--- config.mk ---
export PLATFORM = sky130hd
export DESIGN_NAME = timing_alarm_test_control
export DESIGN_NICKNAME = d
export VERILOG_FILES = /design/src/tac_pkg.sv /design/src/tac_sync3.sv /design/src/timing_alarm_test_control.sv
export SDC_FILE = /design/constraint.sdc
export NUM_CORES = 1
export LEC_CHECK = 0
export BUFFER_PORTS_ARGS = -buffer_cell sky130_fd_sc_hd__buf_2
export CAP_MARGIN = 20
export CORE_MARGIN = 2
export CORE_UTILIZATION = 25
export DETAILED_ROUTE_END_ITERATION = 10
export SETUP_SLACK_MARGIN = 0.2
export SYNTH_ARGS = -nofsm -noshare
export SYNTH_HDL_FRONTEND = slang
export SYNTH_SLANG_ARGS = --single-unit
--- constraint.sdc ---
create_clock -name i_clk -period 5.8 [get_ports i_clk]
set_clock_uncertainty 0.1 [all_clocks]
set_input_delay 0.29 -clock i_clk [delete_from_list [all_inputs] [get_ports i_clk]]
set_output_delay 0.29 -clock i_clk [all_outputs]
set_load 0.05 [all_outputs]
--- src/tac_pkg.sv ---
// constants shared by the timing, alarm and test control block
// assumes a 100 MHz clock and a 32-bit Avalon-MM register slave
//
// Functional notes
// - one configured master source times everything
// - output clocks keep own rates regardless
// - failed master clock falls back to internal
// - drop/insert source needs multi-port and enable
// - drop/insert disabled moves source to network
// - only first data port may be source
// - external clock source on multi-port units only
// - external rate 2048, 1544 or 8 kHz
// - external rate applies only with external source
// - yellow enabled sends yellow on both sides
// - yellow disabled turns network yellow into AIS
// - drop/insert disabled forces network yellow generation
// - timeout enabled ends tests after duration
// - timeout disabled tests run until stopped
// - duration 1 to 120 minutes, default 10
// - up/down edit a digit, save commits
package tac_pkg;
  // ----------------------------------------
  // register byte offsets
  // ----------------------------------------
  localparam logic [3:0] ADDR_CTRL = 4'h0;
  localparam logic [3:0] ADDR_DUR = 4'h4;
  localparam logic [3:0] ADDR_TEST = 4'h8;
  localparam logic [3:0] ADDR_STAT = 4'hC;
  // ----------------------------------------
  // field positions
  // ----------------------------------------
  localparam int F_SRC_LSB = 0;
  localparam int F_DROP_EN = 3;
  localparam int F_GEN_YEL = 4;
  localparam int F_TST_TO = 5;
  localparam int F_RATE_LSB = 6;
  localparam int F_UP = 0;
  localparam int F_DOWN = 1;
  localparam int F_SAVE = 2;
  localparam int F_DIG_LSB = 3;
  localparam int F_COMMIT_LSB = 8;
  localparam int F_START = 0;
  localparam int F_STOP = 1;
  localparam int F_MINS_LSB = 8;
  localparam int F_FLAG = 0;
  localparam int F_EFF_LSB = 1;
  localparam int F_VAR_LSB = 4;
  // ----------------------------------------
  // encodings
  // ----------------------------------------
  localparam logic [2:0] SRC_NET = 3'h0;
  localparam logic [2:0] SRC_DROP = 3'h1;
  localparam logic [2:0] SRC_PORT1 = 3'h2;
  localparam logic [2:0] SRC_INT = 3'h3;
  localparam logic [2:0] SRC_EXT = 3'h4;
  localparam logic [1:0] RATE_2048 = 2'h0;
  localparam logic [1:0] RATE_1544 = 2'h1;
  localparam logic [1:0] RATE_8 = 2'h2;
  localparam logic [1:0] VAR_1PORT = 2'h0;
  localparam logic [1:0] DIG_ONES = 2'h0;
  localparam logic [1:0] DIG_TENS = 2'h1;
  localparam logic [1:0] DIG_HUNDREDS = 2'h2;
  // ----------------------------------------
  // reset values
  // ----------------------------------------
  localparam logic [2:0] RST_SRC = SRC_NET;
  localparam logic [1:0] RST_RATE = RATE_1544;
  localparam logic RST_DROP_EN = 1'h1;
  localparam logic RST_GEN_YEL = 1'h1;
  localparam logic RST_TST_TO = 1'h1;
  localparam logic [7:0] RST_DUR = 8'h0A;
  localparam logic [7:0] DUR_MIN = 8'h01;
  localparam logic [7:0] DUR_MAX = 8'h78;
  // ----------------------------------------
  // timing
  // ----------------------------------------
  localparam longint CLK_HZ = 100_000_000;
  localparam longint MINUTE_S = 60;
  localparam longint CYC_PER_MIN = CLK_HZ * MINUTE_S;
  // test state, one-hot
  typedef enum logic [1:0] {T_IDLE = 2'b01, T_RUN = 2'b10} test_st_t;
endpackage

--- src/tac_sync3.sv ---
// three-stage synchroniser bank for pin-level inputs
// assumes inputs are slow levels from outside the clock domain
`timescale 1ns/1ps
module tac_sync3 #(
  parameter int W = 1
) (
  input wire logic i_clk,
  input wire logic i_rst_n,
  input wire logic i_ce,
  input wire logic [W-1:0] i_d,
  output logic [W-1:0] o_q
);
  // all stages in one packed state
  typedef struct packed {
    logic [W-1:0] s1;
    logic [W-1:0] s2;
    logic [W-1:0] s3;
    logic [W-1:0] q;
  } sync_t;
  sync_t st_r;
  sync_t st_nxt;
  // ----------------------------------------
  // next state: a change counts once stages two and three agree
  // ----------------------------------------
  always_comb begin
    st_nxt = st_r;
    st_nxt.s1 = i_d;
    st_nxt.s2 = st_r.s1;
    st_nxt.s3 = st_r.s2;
    for (int i = 0; i < W; i++) begin
      if (st_r.s2[i] == st_r.s3[i]) begin
        st_nxt.q[i] = st_r.s3[i];
      end
    end
  end
  // registered copy, frozen while enable is low
  always_ff @(posedge i_clk) begin
    if (!i_rst_n) begin
      st_r <= '0;
    end else if (i_ce) begin
      st_r <= st_nxt;
    end
  end
  assign o_q = st_r.q;
endmodule

--- src/timing_alarm_test_control.sv ---
// master timing select, yellow alarm policy and test timer
// assumes an Avalon-MM master and clock-presence levels from pins
//
// The address map and the Avalon-MM interface to the registers were left to the implementer.
`timescale 1ns/1ps
module timing_alarm_test_control #(
  parameter logic [32:0] P_CYC_PER_MIN = 33'(tac_pkg::CYC_PER_MIN)
) (
  input wire logic i_clk,
  input wire logic i_rst_n,
  input wire logic i_ce,
  input wire logic [3:0] i_avs_address,
  input wire logic i_avs_read,
  input wire logic i_avs_write,
  input wire logic [31:0] i_avs_writedata,
  input wire logic [3:0] i_avs_byteenable,
  output logic [31:0] o_avs_readdata,
  output logic o_avs_waitrequest,
  input wire logic [1:0] i_variant,
  input wire logic i_net_clk_ok,
  input wire logic i_drop_clk_ok,
  input wire logic i_port1_clk_ok,
  input wire logic i_ext_clk_ok,
  input wire logic i_net_yellow_rx,
  input wire logic i_net_rx_fail,
  input wire logic i_drop_rx_fail,
  output logic [4:0] o_master_sel,
  output logic [1:0] o_ext_rate,
  output logic o_ext_rate_valid,
  output logic o_net_yellow_tx,
  output logic o_drop_yellow_tx,
  output logic o_drop_ais_tx,
  output logic o_test_active,
  output logic o_fallback
);
  import tac_pkg::*;

  // ----------------------------------------
  // pin synchronisers
  // ----------------------------------------
  logic [8:0] sy; // synced pins
  logic [1:0] variant; // unit variant strap
  logic net_ok, drop_ok, p1_ok, ext_ok; // clock presence
  logic yel_rx, net_fail, drop_fail; // line conditions

  tac_sync3 #(.W(9)) u_sync (
    .i_clk(i_clk),
    .i_rst_n(i_rst_n),
    .i_ce(i_ce),
    .i_d({i_variant, i_net_clk_ok, i_drop_clk_ok, i_port1_clk_ok, i_ext_clk_ok,
          i_net_yellow_rx, i_net_rx_fail, i_drop_rx_fail}),
    .o_q(sy)
  );
  assign {variant, net_ok, drop_ok, p1_ok, ext_ok, yel_rx, net_fail, drop_fail} = sy;

  // ----------------------------------------
  // state
  // ----------------------------------------
  typedef struct packed {
    logic [2:0] cfg_src; // configured master source
    logic drop_en; // drop/insert interface enabled
    logic gen_yel; // yellow generation setting
    logic tst_to; // test timeout enabled
    logic [1:0] rate; // external clock rate
    logic fb_act; // fallback in force
    logic fb_flag; // sticky fallback flag
    logic [7:0] dur_pend; // duration being edited
    logic [7:0] dur_commit; // saved duration
    logic [1:0] digit; // digit under edit
    test_st_t tst; // test timer state
    logic [32:0] cyc; // cycles within current minute
    logic [7:0] mins; // whole minutes elapsed
    logic wait_r; // waitrequest flop
    logic [31:0] rdata; // read data flop
    logic [4:0] msel; // one-hot master select
    logic rate_vld; // rate in force
    logic net_yel; // yellow toward network
    logic drop_yel; // yellow toward drop/insert
    logic drop_ais; // AIS toward drop/insert
  } st_t;
  st_t st_r;
  st_t st_nxt;

  // bus decode helpers
  logic acc; // access completes at next edge
  logic wr_ctrl, wr_dur, wr_test, wr_stat;
  logic multi; // two- or four-port unit
  logic sel_ok; // selected master clock present
  logic gen_eff; // effective yellow generation
  logic [7:0] step; // digit weight
  logic [8:0] sum; // widened edit value
  logic [2:0] wsrc; // requested source
  logic [1:0] wrate; // requested rate
  logic [7:0] mins_inc; // minutes after this tick

  always_comb begin
    acc = (i_avs_read | i_avs_write) & ~st_r.wait_r;
    wr_ctrl = acc & i_avs_write & i_avs_byteenable[0] & (i_avs_address == ADDR_CTRL);
    wr_dur = acc & i_avs_write & i_avs_byteenable[0] & (i_avs_address == ADDR_DUR);
    wr_test = acc & i_avs_write & i_avs_byteenable[0] & (i_avs_address == ADDR_TEST);
    wr_stat = acc & i_avs_write & i_avs_byteenable[0] & (i_avs_address == ADDR_STAT);
    multi = (variant != VAR_1PORT);
    wsrc = i_avs_writedata[F_SRC_LSB +: 3];
    wrate = i_avs_writedata[F_RATE_LSB +: 2];
  end

  // ----------------------------------------
  // next-state logic
  // ----------------------------------------
  always_comb begin
    st_nxt = st_r;
    step = 8'h01;
    sum = 9'h000;
    sel_ok = 1'b1;
    gen_eff = 1'b1;
    mins_inc = st_r.mins + 8'h01;
    // one wait cycle, then the access completes
    st_nxt.wait_r = ~((i_avs_read | i_avs_write) & st_r.wait_r);
    // control write: illegal source codes are refused
    if (wr_ctrl) begin
      st_nxt.drop_en = i_avs_writedata[F_DROP_EN] & multi;
      st_nxt.gen_yel = i_avs_writedata[F_GEN_YEL];
      st_nxt.tst_to = i_avs_writedata[F_TST_TO];
      case (wsrc)
        SRC_NET, SRC_INT, SRC_PORT1: begin
          st_nxt.cfg_src = wsrc;
        end
        SRC_DROP: begin
          if (multi && i_avs_writedata[F_DROP_EN]) begin
            st_nxt.cfg_src = wsrc;
          end
        end
        SRC_EXT: begin
          if (multi) begin
            st_nxt.cfg_src = wsrc;
          end
        end
        default: begin
          st_nxt.cfg_src = st_r.cfg_src;
        end
      endcase
      // rate only taken with external source chosen, code 3 refused
      if (st_nxt.cfg_src == SRC_EXT && wrate != 2'h3) begin
        st_nxt.rate = wrate;
      end
      // a fresh choice retries the configured source
      st_nxt.fb_act = 1'b0;
    end
    // disabling drop/insert takes the source back to the network
    if (!st_nxt.drop_en && st_nxt.cfg_src == SRC_DROP) begin
      st_nxt.cfg_src = SRC_NET;
    end
    // presence of the selected clock
    case (st_nxt.cfg_src)
      SRC_NET: sel_ok = net_ok;
      SRC_DROP: sel_ok = drop_ok;
      SRC_PORT1: sel_ok = p1_ok;
      SRC_EXT: sel_ok = ext_ok;
      default: sel_ok = 1'b1;
    endcase
    // status write-one-to-clear first, so a new fallback wins
    if (wr_stat && i_avs_writedata[F_FLAG]) begin
      st_nxt.fb_flag = 1'b0;
    end
    if (!sel_ok && st_nxt.cfg_src != SRC_INT) begin
      st_nxt.fb_act = 1'b1;
      st_nxt.fb_flag = 1'b1;
    end
    // one master drives all timing; output synthesisers keep own rates
    if (st_nxt.fb_act) begin
      st_nxt.msel = 5'h01 << SRC_INT;
    end else begin
      st_nxt.msel = 5'h01 << st_nxt.cfg_src;
    end
    st_nxt.rate_vld = st_nxt.msel[SRC_EXT];
    // yellow policy; without drop/insert the setting is moot
    gen_eff = st_nxt.drop_en ? st_nxt.gen_yel : 1'b1;
    st_nxt.net_yel = gen_eff & net_fail;
    st_nxt.drop_yel = gen_eff & st_nxt.drop_en & drop_fail;
    st_nxt.drop_ais = ~gen_eff & st_nxt.drop_en & yel_rx;
    // duration editing, clamped into range
    if (wr_dur) begin
      if (i_avs_writedata[F_DIG_LSB +: 2] != 2'h3) begin
        st_nxt.digit = i_avs_writedata[F_DIG_LSB +: 2];
      end
      case (st_nxt.digit)
        DIG_TENS: step = 8'h0A;
        DIG_HUNDREDS: step = 8'h64;
        default: step = 8'h01;
      endcase
      if (i_avs_writedata[F_SAVE]) begin
        st_nxt.dur_commit = st_r.dur_pend;
      end
      if (i_avs_writedata[F_UP]) begin
        sum = {1'b0, st_r.dur_pend} + {1'b0, step};
        st_nxt.dur_pend = (sum > {1'b0, DUR_MAX}) ? DUR_MAX : sum[7:0];
      end else if (i_avs_writedata[F_DOWN]) begin
        sum = {1'b0, st_r.dur_pend} - {1'b0, step};
        st_nxt.dur_pend = (st_r.dur_pend <= step) ? DUR_MIN : sum[7:0];
      end
    end
    // test timer
    case (st_r.tst)
      T_IDLE: begin
        if (wr_test && i_avs_writedata[F_START]) begin
          st_nxt.tst = T_RUN;
          st_nxt.cyc = '0;
          st_nxt.mins = '0;
        end
      end
      T_RUN: begin
        st_nxt.cyc = st_r.cyc + 33'h1;
        if (st_r.cyc == P_CYC_PER_MIN - 33'h1) begin
          st_nxt.cyc = '0;
          st_nxt.mins = mins_inc;
          if (st_r.tst_to && mins_inc >= st_r.dur_commit) begin
            st_nxt.tst = T_IDLE;
          end
        end
        // without timeout only a stop ends the test
        if (wr_test && i_avs_writedata[F_STOP]) begin
          st_nxt.tst = T_IDLE;
        end
      end
      default: begin
        st_nxt.tst = T_IDLE;
      end
    endcase
    // read data captured in the wait cycle
    if ((i_avs_read | i_avs_write) && st_r.wait_r) begin
      st_nxt.rdata = 32'h0;
      case (i_avs_address)
        ADDR_CTRL: begin
          st_nxt.rdata[F_SRC_LSB +: 3] = st_r.cfg_src;
          st_nxt.rdata[F_DROP_EN] = st_r.drop_en;
          st_nxt.rdata[F_GEN_YEL] = st_r.gen_yel;
          st_nxt.rdata[F_TST_TO] = st_r.tst_to;
          st_nxt.rdata[F_RATE_LSB +: 2] = st_r.rate;
        end
        ADDR_DUR: begin
          st_nxt.rdata[7:0] = st_r.dur_pend;
          st_nxt.rdata[F_COMMIT_LSB +: 8] = st_r.dur_commit;
          st_nxt.rdata[F_DIG_LSB + 16 +: 2] = st_r.digit;
        end
        ADDR_TEST: begin
          st_nxt.rdata[0] = (st_r.tst == T_RUN);
          st_nxt.rdata[F_MINS_LSB +: 8] = st_r.mins;
        end
        ADDR_STAT: begin
          st_nxt.rdata[F_FLAG] = st_r.fb_flag;
          st_nxt.rdata[F_EFF_LSB +: 3] = st_r.fb_act ? SRC_INT : st_r.cfg_src;
          st_nxt.rdata[F_VAR_LSB +: 2] = variant;
        end
        default: begin
          st_nxt.rdata = 32'h0; // unmapped reads as zero
        end
      endcase
    end
  end

  // ----------------------------------------
  // state register, frozen while enable is low
  // ----------------------------------------
  always_ff @(posedge i_clk) begin
    if (!i_rst_n) begin
      st_r <= '0;
      st_r.cfg_src <= RST_SRC;
      st_r.drop_en <= RST_DROP_EN;
      st_r.gen_yel <= RST_GEN_YEL;
      st_r.tst_to <= RST_TST_TO;
      st_r.rate <= RST_RATE;
      st_r.dur_pend <= RST_DUR;
      st_r.dur_commit <= RST_DUR;
      st_r.tst <= T_IDLE;
      st_r.wait_r <= 1'b1;
      st_r.msel <= 5'h01;
    end else if (i_ce) begin
      st_r <= st_nxt;
    end
  end

  // outputs straight from flops
  assign o_avs_readdata = st_r.rdata;
  assign o_avs_waitrequest = st_r.wait_r;
  assign o_master_sel = st_r.msel;
  assign o_ext_rate = st_r.rate;
  assign o_ext_rate_valid = st_r.rate_vld;
  assign o_net_yellow_tx = st_r.net_yel;
  assign o_drop_yellow_tx = st_r.drop_yel;
  assign o_drop_ais_tx = st_r.drop_ais;
  assign o_test_active = st_r.tst[1]; // run bit of the one-hot state flop
  assign o_fallback = st_r.fb_flag;
endmodule

==> impl_metrics.toml, run 1 <==
[run_status]
status = "complete, no violations"

[sta]
max_freq_mhz = 281.2
rsz0062_at_grt = "no"
tns_ns = 0
hold_viol_final = 0
fin_crit_ns = 3.557
max-slew-margin-rel_pct = 38.95
worst_slew_pin_slew_ns = 0.9123
setup_violations = 0
drv_slew = 0
finalCritPeriodShare_pct = 61.32

[setup_path]
crit_required_ns = 6.01
regToRegStartpoint = "st_r[86]"
r2r_cells = 13
worstSetupPathType = "reg -> reg"
slowest_delay_ns = 0.70
r2r_setup_slack_ns = 2.24
worstPathCellList = "o21ai_0, inv_1, ha_1, ha_1, inv_1, fa_1, a21oi_1, o211ai_1, a221oi_1, nor2_1, nand2_1, nand2_1, o221a_2"
arrival_ns = 3.76
r2r-end = "st_r[97]"
cp-end-kind = "flop"
cp_max_fo = 5
cpMaxStageDelayCell = "a221oi_1"
crit_path_start_kind = "flop"

[logic_synthesis]
synth-simple-area-share_pct = 22.62
yosysUniqueCellTypes = 71
yosys-top-cells-area = "dfxtp_1 (36%), mux2i_1 (4.5%), ha_1 (4.1%), buf_4 (4.0%), nor2_1 (3.6%)"
ys_ff_latch = 134
synthArstFlopShare_pct = 0
syn_area_sq_um = 7357
synth_top_cell_area_share_pct = 36.46
synth_top_area_cell = "dfxtp_1"
synthXorXnorAreaFrac_pct = 5.000
yosys_warnings = 0
ys_seq_area_share_pct = 36.46
synth_edf_count = 0
avgSynthCellArea_sq_um = 8.545
synth_top_family_by_area = "simple AND/OR/NAND/NOR gates"
ys.flop_type = "dfxtp_1"
yosys.area_share.adder_pct = 4.626
muxShareOfSynthArea_pct = 4.949
synth_compound_area_share_pct = 17.89
syn_inst = 861

[clock_network]
cts_hold_buf = 0
numCtsBuffers = 17
cts_resized = 0
tritoncts = "built"
clock_sinks = 134
cts_root_buf = "clkbuf_16"
cts_buffer_depth = 2
cts.clk_slew.worst_paths_ns = 0.06
htree_levels = 4
clock_latency_ns = 0.42
post-cts-setup-buffers = 0

[grt]
antenna_found_initial = 1
use_met1_pct = 16.57
grt_busiest_layer = "met2"
grt_pass1_vias = 5567
use_met2_pct = 17.52
track_usage_pct = 11.89
grt_max_degree = 89
grt_pass1_wl_um = 29390
grt-ovfl-total = 0
use_met3_pct = 2.792

[flow_run]
cap_violations = 0

[place]
gp_congestion = 0.8387
numPortBuffers = 58
post-place-cells = 1242
hpwl_um = 12830

[route]
postRouteAntennaNets = 0
firstDrtPassIters = 5
drcViolationCount = 0
wire_per_inst_um = 13.94
vias = 5950
drt-vias-per-instance = 4.670
drtIter0Drc = 349
wirelength_um = 17770

[pwr]
p_sw_mw = 0.5445
leakage_nw = 3.330
p_comb_share_pct = 8.8
power.density_nw_per_um2 = 269.7
sw_frac_of_total_pct = 24.12
ir_drop_mv = 0.2061
seq_power_share_pct = 41.9
p_int_mw = 1.713
clkPwrFrac_pct = 49.3

[worst_hold_path]
worstHoldStart = "i_avs_writedata[5]"
min_path_type = "in -> reg"
holdPathStages = 3
holdPathEnd = "st_r[107]"

[final_layout]
drive_gt1_share_pct = 12.13
final_cells = 1274
n_antenna_cell = 0
multi_input_area_sq_um = 4111
register_area_sq_um = 2683
nFillCells = 3093
nets = 957
area_growth_pct = 13.78

[floorplan]
std_cell_rows = 62
chipHeight_um = 175.5
start_util_pct = 25.49
io_pins = 100
die_x_um = 175.5
dieArea_sq_um = 30820
core_sq_um = 28860
[per-stage QoR]
step | power, mW | setup WS (ns) | cell area, sq um | utilization [%] | hold slack, ns
2_1_floorplan | 1.127 | 2.907 | 7406 | - | 0.3185
3_3_place_gp | 1.161 | 2.196 | 7756 | 26.88 | 0.3568
3_5_place_dp | 1.163 | 2.142 | 7760 | 26.89 | 0.3664
4_1_cts | 2.283 | 2.272 | 8371 | 29.01 | 0.007642
5_1_grt | 2.344 | 2.009 | 8371 | 29.01 | 0.03454
6_report | 2.257 | 2.243 | 8371 | 29.01 | 0.02919
[cell usage in the layout, fill, tap and decap left out, types with 16 or more instances in the layout]
cell type  count
a21boi_0      21
a21oi_1       19
and3_1        16
buf_2         58
clkbuf_16     17
dfxtp_1      134
ha_1          24
inv_1         43
mux2i_1       33
nand2_1       69
nand3_1       32
nor2_1        70
nor2b_1       41
o21ai_0       52
xnor2_1       22
xor2_1        20
[worst max-delay path, delay by kind of cell, from the launching register on]
family,cells,cell delay (ns)
buf+inv,2,0.14
compound gates,5,1.58
simple gates,3,0.39
flops,1,0.32
fa+ha+maj,3,0.92
[per-layer routing]
layer | vias up | wire length [um]
met5 | - | 17
met4 | 2 | 437
met3 | 33 | 730
met2 | 128 | 7614
met1 | 2767 | 8965
li1 | 3020 | -
[state kept, by name, summed over array words and instances (netlist names)]
signal	count
u_sync.st_r	9
o_fallback	1
o_drop_yellow_tx	1
o_avs_waitrequest	1
o_drop_ais_tx	1
o_net_yellow_tx	1
u_sync.o_q	9
o_avs_readdata	18
st_r	67
o_master_sel	5
u_sync.st_nxt	18
o_test_active	1
o_ext_rate	2
[layout make-up]
cell class	instances	area share [%]
Multi-Input combinational cell	618	49.12
Tap cell	384	5.740
Inverter	43	1.928
Clock buffer	23	5.830
Sequential cell	134	32.05
Timing Repair Buffer	63	3.871
Clock inverter	9	1.465
[logic make-up after synthesis]
family / Yosys count
AND/OR/NAND/NOR: 314
multiplexers: 35
flip-flops: 134
adder cells (fa/ha/maj): 26
other: 1
AO/OA/AOI/OAI: 187
XOR/XNOR: 42
buffers and inverters: 122
[synth_stat cells, drive strengths merged, types with 6 or more instances]
library cell,n
and2,9
and4,6
nor2b,41
clkbuf,33
nand2,69
nor2,70
o211ai,6
a21boi,21
xnor2,22
a22oi,6
mux2i,33
a21o,15
nor3,10
dfxtp,134
nand2b,10
buf,46
nor3b,13
nand4,10
a221oi,12
and3,16
a21oi,19
inv,43
o21ai,53
o21a,8
xor2,20
nor4,9
nand3,32
ha,24
a31oi,6
[power by group through the flow]
stage | Combinational [mW] | Sequential [mW] | Clock, mW
finish | 0.198 | 0.946 | 1.11
global placement | 0.196 | 0.965 | 0
global route | 0.214 | 0.948 | 1.18
floorplan | 0.160 | 0.967 | 0
detailed placement | 0.197 | 0.966 | 0
CTS | 0.198 | 0.946 | 1.14
[worst max-delay path by stage]
| stage | from | end | slack (ns) | cells after the start |
|---|---|---|---|---|
| detailed placement | i_avs_writedata[3] | st_r[97] | 2.14 | 15 |
| floorplan | i_avs_writedata[3] | st_r[97] | 2.91 | 14 |
| finish | st_r[86] | st_r[97] | 2.24 | 13 |
| global route | st_r[85] | st_r[98] | 2.01 | 13 |
| global placement | i_avs_writedata[3] | st_r[97] | 2.20 | 15 |
| CTS | st_r[86] | st_r[97] | 2.27 | 13 |
(Power assumes the default switching activity.)
==> run 2, diff against run 1 <==
--- a/config.mk
+++ b/config.mk
@@ -5,6 +5,7 @@
 export SDC_FILE = /design/constraint.sdc
 export NUM_CORES = 1
 export LEC_CHECK = 0
+export ABC_AREA = 1
 export BUFFER_PORTS_ARGS = -buffer_cell sky130_fd_sc_hd__buf_2
 export CAP_MARGIN = 20
 export CORE_MARGIN = 2
==> constraint.sdc (replaced) <==
create_clock -name i_clk -period 3.7 [get_ports i_clk]
set_clock_uncertainty 0.1 [all_clocks]
set_input_delay 0.185 -clock i_clk [delete_from_list [all_inputs] [get_ports i_clk]]
set_output_delay 0.185 -clock i_clk [all_outputs]
set_load 0.05 [all_outputs]
==> run 2 against run 1 <==
Net effect: count of clock-buffer cells in the layout shrank 3; sequential share of layout area fell by 0.32 points; wire length grew 5.9%; non-clock buffer count up 14; area after synthesis fell by 1.0%; cell area is 1.0% higher; core utilization up 0.45 points; maximum frequency grew 14%; highest routed layer is now met4.
==> impl_metrics.toml, run 2 <==
[clock_network]
clock_sinks = 134
cts.clk_slew.worst_paths_ns = 0.06
numCtsBuffers = 17
cts_buffer_depth = 2
tritoncts = "built"
clock_latency_ns = 0.42
cts_root_buf = "clkbuf_16"
post-cts-setup-buffers = 0
htree_levels = 4

[setup_path]
regToRegStartpoint = "st_r[85]"
cp_max_fo = 6
crit_path_start_kind = "flop"
slowest_delay_ns = 0.34
crit_required_ns = 3.90
crit_path_start = "st_r[85]"
cp-end-kind = "flop"
worstSetupPathType = "reg -> reg"
cpMaxStageDelayCell = "ha_1"
arrival_ns = 3.32
timing.critical_path.mode_cell = "nand2_1"
worstPathCellList = "o21ai_0, inv_1, ha_1, inv_1, ha_1, inv_1, nand2_1, o21ai_1, nand3_1, nand2_1, nand2_1, nand2_1, inv_1, nand3_1, nand3_1, nand2_1, nand3_1, nand2_1, nand2_1"

[grt]
grt_pass1_vias = 6131
grt_pass1_wl_um = 30620
track_usage_pct = 12.45
grt-ovfl-total = 0
grt_max_degree = 52
antenna_found_initial = 0

[pwr]
p_int_mw = 2.665
ir_drop_mv = 0.2231
p_sw_mw = 0.9355
power_mw = 3.601
leakage_nw = 3.537
power.density_nw_per_um2 = 425.8
sw_frac_of_total_pct = 25.98
clkPwrFrac_pct = 48.3
seq_power_share_pct = 41.6
p_comb_share_pct = 10.1

[flow_run]
cap_violations = 0

[sta]
fin_hold_ws_ns = 0.03304
drv_slew = 0
worst_slew_pin_slew_ns = 0.7171
rsz0062_at_grt = "no"
finalCritPeriodShare_pct = 84.46
hold_viol_final = 0
tns_ns = 0
fin_crit_ns = 3.125
max-slew-margin-rel_pct = 52.02
finalWorstSetupSlack_ns = 0.5751
max_freq_mhz = 320.0
setup_violations = 0

[place]
numPortBuffers = 58
gp_congestion = 0.9011
placed_area_sq_um = 7716
hpwl_um = 13890
dp_slack_ns = 0.3968
post-place-cells = 1437

[final_layout]
area_growth_pct = 16.10
drive_gt1_share_pct = 10.85
final_common_cell = "nand2_1"
nFillCells = 3168
top_register = "st_r"
final_cells = 1482
largest_reg_flops = 67
fin_area_sq_um = 8456
nets = 1165
mostFrequentLayoutCells = "nand2_1 (209), dfxtp_1 (134), nor2_1 (133)"
final_util_pct = 29.46

[floorplan]
die_x_um = 174.7
start_util_pct = 25.37
io_pins = 100
dieArea_sq_um = 30510
core_sq_um = 28700
std_cell_rows = 62
chipHeight_um = 174.7

[worst_hold_path]
worstHoldStart = "i_avs_writedata[2]"
min_path_type = "in -> reg"

[logic_synthesis]
synth_edf_count = 0
syn_inst = 1048
netlist_top_cells_count = "nand2_1 (209), dfxtp_1 (134), nor2_1 (133), inv_1 (116), o21ai_0 (82)"
yosysUniqueCellTypes = 48
synth_top_cell_area_share_pct = 36.83
ys_seq_area_share_pct = 36.83
yosys-top-cells-area = "dfxtp_1 (37%), nand2_1 (11%), nor2_1 (6.9%), inv_1 (6.0%), o21ai_0 (5.6%)"
ys_ff_latch = 134
syn_area_sq_um = 7283
ys.flop_type = "dfxtp_1"
yosysMostFrequentCell = "nand2_1"
synthArstFlopShare_pct = 0
yosys_warnings = 0
synth_top_area_cell = "dfxtp_1"
avgSynthCellArea_sq_um = 6.950

[route]
firstDrtPassIters = 5
wirelength_um = 18820
vias = 6650
postRouteAntennaNets = 0
wire_per_inst_um = 12.70
drt-vias-per-instance = 4.487
drtIter0Drc = 418
drcViolationCount = 0

[run_status]
status = "complete, no violations"
-- run 2: timing repair --
item | in CTS | in global routing
hold buffers | 13 | 0
gates resized for setup | 0 | 2
endpoints found under the setup margin | 0 | 5
endpoints found under the hold margin | 13 | 0
-- run 2: layer usage --
layer / GRT usage [%] / wire length, um
met2: 19.52 / 8303
met3: 2.850 / 798
met4: 5.451 / 585
met1: 16.37 / 9131
met5: 0 / 0
-- run 2: worst paths after layout --
check | slack [ns] | depth (start not counted) | end
worst max-delay path | 0.58 | 19 | st_r[98]
worst min-delay path | 0.03 | 3 | st_r[87]
worst max register to register | 0.58 | 19 | st_r[98]
worst min register to register | 0.36 | 2 | st_r[54]
-- run 2: layout make-up --
type | instances | area [sq um] | share of cell area [%]
multi-input combinational | 730 | 3749 | 44.33
clock inverter | 11 | 150.1 | 1.776
inverter | 125 | 469.2 | 5.549
timing repair buffer | 77 | 465.4 | 5.505
sequential | 134 | 2683 | 31.73
clock buffer | 20 | 456.7 | 5.401
tap | 384 | 480.5 | 5.682
antenna | 1 | 2.502 | 0.02959
-- run 2: power by group through the flow --
stage | clock network (mW) | logic (mW) | registers, mW
after CTS | 1.78 | 0.364 | 1.50
after floorplan | 0 | 0.276 | 1.54
final | 1.74 | 0.363 | 1.50
after detailed placement | 0 | 0.352 | 1.53
after global placement | 0 | 0.348 | 1.53
after global routing | 1.84 | 0.401 | 1.50
-- run 2: critical path: cells and delay by family, from the launching register on --
family	cells	cell delay (ns)
fa+ha+maj	2	0.58
flops	1	0.32
compound gates	2	0.54
simple gates	11	1.04
buf+inv	4	0.45
-- run 2: kinds of logic (layout without fill, tap and decap cells) --
| group | Yosys count | after routing | share of synthesized area [%] |
|---|---|---|---|
| adder cells (fa/ha/maj) | 26 | 26 | 4.673 |
| other | 1 | 15 | 0.05149 |
| AND/OR/NAND/NOR | 449 | 449 | 26.52 |
| buffers and inverters | 197 | 233 | 12.44 |
| XOR/XNOR | 29 | 29 | 3.487 |
| AO/OA/AOI/OAI | 212 | 212 | 15.99 |
| flip-flops | 134 | 134 | 36.83 |
==> run 3, diff against run 2 <==
--- a/config.mk
+++ b/config.mk
@@ -5,7 +5,7 @@
 export SDC_FILE = /design/constraint.sdc
 export NUM_CORES = 1
 export LEC_CHECK = 0
-export ABC_AREA = 1
+export ABC_AREA = 0
 export BUFFER_PORTS_ARGS = -buffer_cell sky130_fd_sc_hd__buf_2
 export CAP_MARGIN = 20
 export CORE_MARGIN = 2
==> constraint.sdc (replaced) <==
create_clock -name i_clk -period 2.55 [get_ports i_clk]
set_clock_uncertainty 0.1 [all_clocks]
set_input_delay 0.1275 -clock i_clk [delete_from_list [all_inputs] [get_ports i_clk]]
set_output_delay 0.1275 -clock i_clk [all_outputs]
set_load 0.05 [all_outputs]
==> run 3 against run 2 <==
Net effect: combinational power rose by 52%; sequential power rose by 43%; maximum frequency rose by 8.5%; the run now ends with setup timing left; count of clock-buffer cells in the layout fell by 2; largest power group unchanged; first-iteration DRC count fell by 2.9%; cell area rose by 10%; clock power rose by 45%; die area rose by 0.99%; cell count fell by 8.4%; register-to-register slack got worse by 0.90 ns; hold slack got worse by 0.026 ns.
==> impl_metrics.toml, run 3 (synthesis gave the netlist of run 1 again) <==
[sta]
rsz0062_at_grt = "yes"
setup_violations = 8
hold_viol_final = 0
finalWorstSetupSlack_ns = -0.3290
fin_crit_ns = 2.879
worst_slew_pin_slew_ns = 0.7106
finalCritPeriodShare_pct = 112.9
drv_slew = 0
fin_hold_ws_ns = 0.007382
max_freq_mhz = 347.3
tns_ns = -2.064
max-slew-margin-rel_pct = 52.13

[route]
vias = 6289
postRouteAntennaNets = 0
wirelength_um = 19180
wire_per_inst_um = 14.13
firstDrtPassIters = 5
drcViolationCount = 0
drtIter0Drc = 406
drt-vias-per-instance = 4.634

[grt]
track_usage_pct = 12.54
grt-ovfl-total = 0
grt_pass1_wl_um = 30580
grt_max_degree = 63
antenna_found_initial = 0
grt_pass1_vias = 5707

[final_layout]
area_growth_pct = 26.99
n_antenna_cell = 0
fin_area_sq_um = 9343
final_cells = 1357
drive_gt1_share_pct = 23.74
nFillCells = 3031
final_common_cell = "dfxtp_1"
nets = 1040
mostFrequentLayoutCells = "dfxtp_1 (127), buf_4 (71), nand2_1 (69)"
top_register = "st_r"
largest_reg_flops = 67
final_util_pct = 32.38

[clock_network]
cts.clk_slew.worst_paths_ns = 0.07
clock_sinks = 134
tritoncts = "built"
cts_root_buf = "clkbuf_16"
numCtsBuffers = 17
clock_latency_ns = 0.43
cts_buffer_depth = 2
htree_levels = 4

[run_status]
violations = "setup timing"
status = "finished with violations"

[setup_path]
cp_top_family = "simple AND/OR/NAND/NOR gates"
slowest_delay_ns = 0.49
cp-end-kind = "flop"
crit_required_ns = 2.80
cp_max_fo = 3
path_buf_inv = 2
cp.depth = 13
arrival_ns = 3.13
worstSetupPathType = "reg -> reg"
r2r_cells = 13
worstPathCellList = "inv_2, a21o_1, ha_4, ha_4, inv_2, fa_2, o21bai_2, a21oi_4, nand3b_1, nor4_2, a221oi_2, or4_1, a32oi_1"
cpMaxStageDelayCell = "or4_1"
crit_path_start_kind = "flop"

[pwr]
power.density_nw_per_um2 = 559.7
leakage_nw = 3.770
power_mw = 5.229
ir_drop_mv = 0.3723

[floorplan]
start_util_pct = 25.49
io_pins = 100
die_x_um = 175.5
std_cell_rows = 62
dieArea_sq_um = 30820
core_sq_um = 28860
chipHeight_um = 175.5

[place]
gp_congestion = 0.8711
hpwl_um = 14100
dp_slack_ns = -0.2539
numPortBuffers = 58
placed_area_sq_um = 8320
post-place-cells = 1302

[worst_hold_path]
holdPathStages = 2
min_path_type = "in -> reg"

[flow_run]
cap_violations = 0
==> run 3: what timing repair did <==
item,CTS,global route
setup buffers,4,4
hold buffers,15,0
endpoints found under the hold margin,13,0
endpoints found under the setup margin,11,38
pin swaps,6,14
gates cloned,0,0
gates resized for setup,11,35
==> run 3: final cells by class <==
| cell class | instances | area (sq um) | share of cell area [%] |
|---|---|---|---|
| Timing Repair Buffer | 146 | 1005 | 10.75 |
| Tap cell | 384 | 480.5 | 5.143 |
| Clock buffer | 18 | 439.2 | 4.701 |
| Clock inverter | 14 | 163.9 | 1.754 |
| Inverter | 43 | 163.9 | 1.754 |
| Multi-Input combinational cell | 618 | 4399 | 47.09 |
| Sequential cell | 134 | 2691 | 28.81 |
==> run 3: path summary, 6_finish.rpt <==
check / startpoint / endpoint / slack [ns]
setup / recovery: st_r[85] / st_r[96] / -0.33
hold / removal: i_rst_n / o_ext_rate[0] / 0.007
setup reg to reg: st_r[85] / st_r[96] / -0.33
hold reg to reg: o_avs_readdata[19] / o_avs_readdata[19] / 0.36
==> run 3: routing by layer <==
layer / global-route usage (%) / up-vias / routed length [um]
met2: 19.14 / 136 / 8617
met1: 17.14 / 2927 / 9358
li1: - / 3203 / -
met4: 4.649 / 0 / 335
met3: 2.987 / 23 / 866
met5: 0 / - / 0
==> run 3: where the power goes <==
part / leakage (nW) / switching [mW] / internal (mW)
clock: 0.297 / 1.03 / 1.50
combinational: 2.38 / 0.341 / 0.210
sequential: 1.09 / 0.0242 / 2.13
total: 3.77 / 1.39 / 3.83
